$ cat src/aeu_pkg.sv
// Package with offsets, field positions and reset values of the uncorrectable error block
package aeu_pkg;

   // ----------------------------------------------------------------
   // Configuration space layout
   // ----------------------------------------------------------------
   localparam logic [11:0] AEU_HDR_DWORD_OFS   = 12'h100;
   localparam logic [11:0] AEU_NEXT_CAP_OFS    = 12'h102;
   localparam logic [11:0] AEU_STATUS_OFS      = 12'h104;
   localparam logic [11:0] AEU_MASK_OFS        = 12'h108;

   // ----------------------------------------------------------------
   // Header word fields
   // ----------------------------------------------------------------
   localparam logic [11:0] AEU_NEXT_PTR_VAL    = 12'h000;
   localparam logic [3:0]  AEU_CAP_VERSION_VAL = 4'h1;
   localparam int          AEU_NEXT_PTR_LSB    = 4;
   localparam int          AEU_HDR_LANE_LSB    = 16;

   // ----------------------------------------------------------------
   // Error bit positions, shared by status, mask and severity
   // ----------------------------------------------------------------
   localparam int AEU_BIT_UNSUPPORTED_REQUEST = 20;
   localparam int AEU_BIT_END_TO_END_CRC      = 19;
   localparam int AEU_BIT_MALFORMED_PACKET    = 18;
   localparam int AEU_BIT_RECEIVER_OVERFLOW   = 17;
   localparam int AEU_BIT_UNEXPECTED_CPL      = 16;
   localparam int AEU_BIT_COMPLETER_ABORT     = 15;
   localparam int AEU_BIT_COMPLETION_TIMEOUT  = 14;
   localparam int AEU_BIT_FLOW_CONTROL        = 13;
   localparam int AEU_BIT_POISONED_PACKET     = 12;
   localparam int AEU_BIT_SURPRISE_DOWN       = 5;
   localparam int AEU_BIT_LINK_PROTOCOL       = 4;

   // Implemented bits; all others read zero and ignore writes
   localparam logic [31:0] AEU_IMPL_MASK       = 32'h001f_f030;

   // ----------------------------------------------------------------
   // Reset values
   // ----------------------------------------------------------------
   localparam logic [31:0] AEU_STATUS_RST      = 32'h0000_0000;
   localparam logic [31:0] AEU_MASK_RST        = 32'h0000_0000;
   localparam logic [31:0] AEU_RDATA_RST       = 32'h0000_0000;

endpackage : aeu_pkg

$ cat src/aeu_sticky_status.sv
// Write-one-to-clear sticky error status bits
`timescale 1ns/1ps

module aeu_sticky_status (
   input  wire logic        i_clock,
   input  wire logic        i_nrst,
   input  wire logic [31:0] i_set,
   input  wire logic [31:0] i_clear,
   output logic      [31:0] o_status
);

   logic [31:0] status_r;
   logic [31:0] status_nxt;

   // ----------------------------------------------------------------
   // Per-bit next state
   // ----------------------------------------------------------------
   genvar g;
   generate
      for (g = 0; g < 32; g++) begin : g_bit
         always_comb begin
            if (!aeu_pkg::AEU_IMPL_MASK[g]) begin
               status_nxt[g] = 1'b0;
            end else if (i_set[g]) begin
               status_nxt[g] = 1'b1;
            end else if (i_clear[g]) begin
               status_nxt[g] = 1'b0;
            end else begin
               status_nxt[g] = status_r[g];
            end
         end
      end
   endgenerate

   always_ff @(posedge i_clock) begin
      if (!i_nrst) begin
         status_r <= aeu_pkg::AEU_STATUS_RST;
      end else begin
         status_r <= status_nxt;
      end
   end

   assign o_status = status_r;

endmodule // aeu_sticky_status

$ cat src/aeu_reporter.sv
// Mask and severity gating of new errors into upstream messages and log strobes
`timescale 1ns/1ps

module aeu_reporter (
   input  wire logic        i_clock,
   input  wire logic        i_nrst,
   input  wire logic [31:0] i_errors,
   input  wire logic [31:0] i_mask,
   input  wire logic [31:0] i_severity,
   output logic             o_report_fatal,
   output logic             o_report_nonfatal,
   output logic             o_log_valid,
   output logic      [31:0] o_log_errors
);

   logic [31:0] unmasked;
   logic        fatal_r;
   logic        fatal_nxt;
   logic        nonfatal_r;
   logic        nonfatal_nxt;
   logic        log_valid_r;
   logic        log_valid_nxt;
   logic [31:0] log_errors_r;
   logic [31:0] log_errors_nxt;

   // ----------------------------------------------------------------
   // Gating
   // ----------------------------------------------------------------
   always_comb begin
      unmasked       = i_errors & ~i_mask & aeu_pkg::AEU_IMPL_MASK;
      fatal_nxt      = |(unmasked & i_severity);
      nonfatal_nxt   = |(unmasked & ~i_severity);
      log_valid_nxt  = |unmasked;
      log_errors_nxt = unmasked;
   end

   always_ff @(posedge i_clock) begin
      if (!i_nrst) begin
         fatal_r      <= 1'b0;
         nonfatal_r   <= 1'b0;
         log_valid_r  <= 1'b0;
         log_errors_r <= aeu_pkg::AEU_STATUS_RST;
      end else begin
         fatal_r      <= fatal_nxt;
         nonfatal_r   <= nonfatal_nxt;
         log_valid_r  <= log_valid_nxt;
         log_errors_r <= log_errors_nxt;
      end
   end

   assign o_report_fatal    = fatal_r;
   assign o_report_nonfatal = nonfatal_r;
   assign o_log_valid       = log_valid_r;
   assign o_log_errors      = log_errors_r;

endmodule // aeu_reporter

$ cat src/aeu_uncorr_regs.sv
// Uncorrectable error header, status and mask registers in configuration space
//
// Behaviour
// - Next capability pointer reads zero
// - Version nibble reads one despite zero default
// - Status bits sticky, write one clears, reset zero
// - Bit 20 set on unsupported request completion
// - Bit 19 set on end-to-end CRC failure
// - Bit 18 set on malformed packet
// - Bit 17 set on receiver credit overflow
// - Bit 16 set on unexpected completion
// - Bit 15 set on completer abort completion
// - Bit 14 set on completion timeout
// - Bit 13 set on flow control violation
// - Bit 12 set on outgoing poisoned packet
// - Bit 5 is the surprise down status
// - Bit 4 set on link protocol error
// - Reserved bits read zero, ignore writes
// - Bit 0 undefined; here reads zero
// - Masked errors set status, not reported
// - Mask aligned to status, one masks, reset zero
// - Unmasked errors reported fatal or nonfatal by severity
`timescale 1ns/1ps

module aeu_uncorr_regs (
   input  wire logic        i_clock,
   input  wire logic        i_nrst,
   // Configuration access, dword aligned
   input  wire logic        i_cfg_rd,
   input  wire logic        i_cfg_wr,
   input  wire logic [11:0] i_cfg_addr,
   input  wire logic [3:0]  i_cfg_be,
   input  wire logic [31:0] i_cfg_wdata,
   output logic      [31:0] o_cfg_rdata,
   output logic             o_cfg_ack,
   // Error event pulses from the port logic
   input  wire logic        i_unsupported_request_flag,
   input  wire logic        i_end_to_end_crc_flag,
   input  wire logic        i_malformed_packet_flag,
   input  wire logic        i_receiver_overflow_flag,
   input  wire logic        i_unexpected_completion_flag,
   input  wire logic        i_completer_abort_flag,
   input  wire logic        i_completion_timeout_flag,
   input  wire logic        i_flow_control_protocol_flag,
   input  wire logic        i_poisoned_packet_flag,
   input  wire logic        i_surprise_down_flag,
   input  wire logic        i_link_protocol_flag,
   // Severity from the neighbouring severity register
   input  wire logic [31:0] i_severity,
   // Reporting and logging
   output logic             o_report_fatal,
   output logic             o_report_nonfatal,
   output logic             o_log_valid,
   output logic      [31:0] o_log_errors,
   output logic      [31:0] o_mask
);

   // ----------------------------------------------------------------
   // Declarations
   // ----------------------------------------------------------------
   logic [31:0] err_vec;
   logic [31:0] be_bits;
   logic [31:0] status;
   logic [31:0] status_clear;
   logic        hit_hdr;
   logic        hit_status;
   logic        hit_mask;
   logic [15:0] hdr_word;
   logic [31:0] mask_r;
   logic [31:0] mask_nxt;
   logic [31:0] rdata_r;
   logic [31:0] rdata_nxt;
   logic        ack_r;
   logic        ack_nxt;

   // ----------------------------------------------------------------
   // Error event vector
   // ----------------------------------------------------------------
   always_comb begin
      err_vec = 32'h0000_0000;
      err_vec[aeu_pkg::AEU_BIT_UNSUPPORTED_REQUEST] = i_unsupported_request_flag;
      err_vec[aeu_pkg::AEU_BIT_END_TO_END_CRC]      = i_end_to_end_crc_flag;
      err_vec[aeu_pkg::AEU_BIT_MALFORMED_PACKET]    = i_malformed_packet_flag;
      err_vec[aeu_pkg::AEU_BIT_RECEIVER_OVERFLOW]   = i_receiver_overflow_flag;
      err_vec[aeu_pkg::AEU_BIT_UNEXPECTED_CPL]      = i_unexpected_completion_flag;
      err_vec[aeu_pkg::AEU_BIT_COMPLETER_ABORT]     = i_completer_abort_flag;
      err_vec[aeu_pkg::AEU_BIT_COMPLETION_TIMEOUT]  = i_completion_timeout_flag;
      err_vec[aeu_pkg::AEU_BIT_FLOW_CONTROL]        = i_flow_control_protocol_flag;
      err_vec[aeu_pkg::AEU_BIT_POISONED_PACKET]     = i_poisoned_packet_flag;
      err_vec[aeu_pkg::AEU_BIT_SURPRISE_DOWN]       = i_surprise_down_flag;
      err_vec[aeu_pkg::AEU_BIT_LINK_PROTOCOL]       = i_link_protocol_flag;
   end

   // ----------------------------------------------------------------
   // Address decode and byte enables
   // ----------------------------------------------------------------
   always_comb begin
      hit_hdr    = (i_cfg_addr[11:2] == aeu_pkg::AEU_HDR_DWORD_OFS[11:2]);
      hit_status = (i_cfg_addr[11:2] == aeu_pkg::AEU_STATUS_OFS[11:2]);
      hit_mask   = (i_cfg_addr[11:2] == aeu_pkg::AEU_MASK_OFS[11:2]);
      be_bits    = {{8{i_cfg_be[3]}}, {8{i_cfg_be[2]}}, {8{i_cfg_be[1]}}, {8{i_cfg_be[0]}}};
   end

   // Header word: next pointer above the version nibble
   always_comb begin
      hdr_word = {aeu_pkg::AEU_NEXT_PTR_VAL, aeu_pkg::AEU_CAP_VERSION_VAL};
   end

   // ----------------------------------------------------------------
   // Status register
   // ----------------------------------------------------------------
   always_comb begin
      if (i_cfg_wr && hit_status) begin
         status_clear = i_cfg_wdata & be_bits & aeu_pkg::AEU_IMPL_MASK;
      end else begin
         status_clear = 32'h0000_0000;
      end
   end

   aeu_sticky_status u_status (
      .i_clock  (i_clock),
      .i_nrst   (i_nrst),
      .i_set    (err_vec),
      .i_clear  (status_clear),
      .o_status (status)
   );

   // ----------------------------------------------------------------
   // Mask register
   // ----------------------------------------------------------------
   always_comb begin
      mask_nxt = mask_r;
      if (i_cfg_wr && hit_mask) begin
         mask_nxt = ((mask_r & ~be_bits) | (i_cfg_wdata & be_bits)) & aeu_pkg::AEU_IMPL_MASK;
      end
   end

   always_ff @(posedge i_clock) begin
      if (!i_nrst) begin
         mask_r <= aeu_pkg::AEU_MASK_RST;
      end else begin
         mask_r <= mask_nxt;
      end
   end

   assign o_mask = mask_r;

   // ----------------------------------------------------------------
   // Upstream reporting
   // ----------------------------------------------------------------
   aeu_reporter u_report (
      .i_clock           (i_clock),
      .i_nrst            (i_nrst),
      .i_errors          (err_vec),
      .i_mask            (mask_r),
      .i_severity        (i_severity),
      .o_report_fatal    (o_report_fatal),
      .o_report_nonfatal (o_report_nonfatal),
      .o_log_valid       (o_log_valid),
      .o_log_errors      (o_log_errors)
   );

   // ----------------------------------------------------------------
   // Read path, answered one cycle after the request
   // ----------------------------------------------------------------
   always_comb begin
      rdata_nxt = rdata_r;
      ack_nxt   = i_cfg_rd | i_cfg_wr;
      if (i_cfg_rd) begin
         if (hit_hdr) begin
            // Low half belongs to the capability ID outside this block
            rdata_nxt = {hdr_word, 16'h0000};
         end else if (hit_status) begin
            rdata_nxt = status & aeu_pkg::AEU_IMPL_MASK;
         end else if (hit_mask) begin
            rdata_nxt = mask_r & aeu_pkg::AEU_IMPL_MASK;
         end else begin
            rdata_nxt = 32'h0000_0000;
         end
      end
   end

   always_ff @(posedge i_clock) begin
      if (!i_nrst) begin
         rdata_r <= aeu_pkg::AEU_RDATA_RST;
         ack_r   <= 1'b0;
      end else begin
         rdata_r <= rdata_nxt;
         ack_r   <= ack_nxt;
      end
   end

   assign o_cfg_rdata = rdata_r;
   assign o_cfg_ack   = ack_r;

endmodule // aeu_uncorr_regs

$ cat config.mk
export PLATFORM = sky130hd
export DESIGN_NAME = aeu_uncorr_regs
export DESIGN_NICKNAME = d
export VERILOG_FILES = /design/src/aeu_pkg.sv /design/src/aeu_sticky_status.sv /design/src/aeu_reporter.sv /design/src/aeu_uncorr_regs.sv
export SDC_FILE = /design/constraint.sdc
export NUM_CORES = 1
export LEC_CHECK = 0
export ABC_AREA = 1
export CAP_MARGIN = 20
export CORE_ASPECT_RATIO = 0.9
export CORE_MARGIN = 2
export CORE_UTILIZATION = 48
export CTS_BUF_LIST = sky130_fd_sc_hd__clkbuf_2
export CTS_CLUSTER_DIAMETER = 120
export DETAILED_ROUTE_END_ITERATION = 8
export DONT_BUFFER_PORTS = 1
export HOLD_SLACK_MARGIN = 0.03
export PLACE_DENSITY = 0.67
export SLEW_MARGIN = 5
export SYNTH_ARGS = -nofsm -noshare
export SYNTH_HDL_FRONTEND = slang
export SYNTH_HIERARCHICAL = 1
export SYNTH_SLANG_ARGS = --single-unit
$ cat constraint.sdc
create_clock -name i_clock -period 3.9 [get_ports i_clock]
set_clock_uncertainty 0.2 [all_clocks]
set_input_delay 0.78 -clock i_clock [delete_from_list [all_inputs] [get_ports i_clock]]
set_output_delay 0.78 -clock i_clock [all_outputs]
set_load 0.02 [all_outputs]
==> impl_metrics.py <==
metrics = {
    "route": {
        "vias": 2400,
        "postRouteWirelength_mm": 6.66,
        "routedWlPerCell_um": 13.1,
        "drc_errors": 0,
        "ant_nets": 0,
        "drt_iter0_drc": 176,
        "avgViaCountPerCell": 4.72,
        "dr.pass1.iters": 4,
    },
    "synth": {
        "syn_avg_cell_area_um2": 6.65,
        "syn_inst": 442,
        "syn_area_um2": 2940,
        "ys_warn_count": 6,
    },
    "power_and_ir_drop": {
        "switchingPower_mw": 0.293,
        "clkPwrFrac_pct": 30.1,
        "combPwrFrac_pct": 13.5,
        "power_density_nw_per_um2": 336,
        "peakVddDrop_mv": 0.147,
        "internal-power_mw": 0.646,
        "p_sw_share_pct": 31.2,
        "p_leak_nw": 1.42,
        "seq_power_share_pct": 56.4,
    },
    "floorplanning": {
        "initial_core_util_pct": 48.9,
        "core_area_um2": 6010,
        "num_io_pins": 195,
        "std_cell_rows": 27,
        "dieWidth_um": 86.5,
        "die_h_um": 78.2,
        "die_area_um2": 6760,
    },
    "global_route": {
        "grt_pass1_wl_mm": 10.1,
        "gr-usage-all-layers_pct": 19.1,
        "antenna_found_initial": 0,
        "overflow": 0,
        "grt_max_degree": 24,
        "first_global_vias": 2036,
    },
    "cells_and_area": {
        "area_delta_synth_final_pct": -5.03,
        "diodes": 0,
        "design_area_um2": 2790,
        "drive_above_1_share_pct": 5.72,
        "nets": 531,
        "instances_no_fill": 509,
    },
    "clock_network": {
        "postCtsSetupBuffers": 0,
        "holdBufCountCts": 0,
        "cts_tree": "built",
        "clk_pin_slew_ns": 0.26,
        "cts_resized": 0,
        "cts_buffers": 5,
        "htreeDepth": 2,
        "cts.sink_count": 48,
        "clk_path_buf_depth": 2,
        "clk-insertion-delay-late_ns": 0.44,
        "cts-root-buf": "clkbuf_2",
    },
    "sta": {
        "fin_setup_tns_ns": 0,
        "min_period_ns": 2.25,
        "fin_crit_sh_pct": 57.6,
        "finalSetupViolations": 0,
        "final_max_slew_viol_count": 0,
        "tightest_slew_ns": 0.575,
        "hold_viol": 0,
        "fmax_mhz": 445,
        "rsz0062_at_grt": "no",
        "relSlewSlack_pct": 61.5,
    },
    "placed_design": {
        "placed_area_um2": 2720,
        "dp_hpwl_mm": 5.22,
        "placed_cells": 501,
        "gp_congestion": 0.827,
        "port-buffer-count": 0,
    },
    "setup_path": {
        "cpLargestDelayFamily": "simple AND/OR/NAND/NOR gates",
        "worst_path_most_repeated_cell": "nand2_1",
        "crit_fanout": 23,
        "cpPeakStageDelay_ns": 0.44,
        "cp.required_ns": 4.05,
        "arrival_ns": 2.40,
        "worst_path_max_delay_cell": "nor2_4",
        "critPathKind": "input port to register",
        "worst-path-buf-inv": 1,
        "critPathLaunchType": "input port",
        "critPathCaptureType": "register",
        "path_cells": "nor2_1 > nand2_1 > nor2_4 > nand2_1 > nor4_1 > inv_1 > nand2_1 > a21oi_2",
    },
    "status": {
        "run_status": "complete, no violations",
    },
    "min_path": {
        "min-delay-path-class": "input port to register",
    },
    "run": {
        "maxCapViolCount": 0,
    },
}
-- placed cells by master (no fill, tap or decap) --
master / count
nor4_1: 11
nor2_4: 1
o21ai_0: 1
and3_1: 1
clkinvlp_4: 1
bufinv_16: 1
inv_1: 85
clkinv_1: 1
a21oi_2: 10
clkbuf_2: 5
conb_1: 63
nand3_2: 2
nor3_1: 3
nor2_2: 2
nand2_1: 97
nand3b_1: 5
inv_6: 1
nor2b_1: 1
nor3_4: 1
nand4_1: 11
buf_4: 1
a21oi_1: 13
nand3_1: 37
nor2_1: 35
dfxtp_1: 48
-- stage by stage --
stage / setup slack, ns / hold slack (ns) / total power, mW / utilization (%)
after floorplan: 1.90 / 0.238 / 0.701 / -
after global placement: 1.23 / 0.258 / 0.661 / 45.2
after detailed placement: 1.18 / 0.265 / 0.663 / 45.2
after CTS: 1.67 / 0.198 / 0.941 / 46.4
after global routing: 1.49 / 0.152 / 0.983 / 46.4
final: 1.65 / 0.209 / 0.939 / 46.4
-- per-layer routing --
metal / vias to the layer above / wire [um] / GRT usage [%]
met5: - / 0 / 0
met4: 0 / 72 / 5.31
met3: 11 / 604 / 5.15
met2: 115 / 3050 / 28.9
met1: 1059 / 2930 / 26.5
li1: 1215 / - / -
-- worst paths after layout --
| kind | cells past startpoint | slack, ns | to | startpoint |
|---|---|---|---|---|
| max | 8 | 1.65 | u_status/o_status[13] | i_cfg_addr[11] |
| min | 2 | 0.21 | u_report/o_log_valid | i_nrst |
| max reg2reg | 7 | 2.33 | u_report/o_log_valid | register |
| min reg2reg | 2 | 0.29 | u_status/o_status[16] | u_status/o_status[16] |
-- cell type report --
class,count,area (um^2)
well taps,72,90.1
flip-flops and latches,48,961
multi-input cells,294,1340
inverters,86,323
fillers,661,3220
clock inverters,3,46.3
clock buffers,5,25.0
repair buffers,1,7.51
-- power by group through the flow --
stage	Sequential (mW)	Combinational [mW]	Clock, mW
floorplan	0.536	0.165	0
global placement	0.538	0.123	0
detailed placement	0.539	0.125	0
CTS	0.530	0.125	0.287
global route	0.532	0.140	0.311
finish	0.529	0.127	0.282
Power figures use the tool's default switching activity.
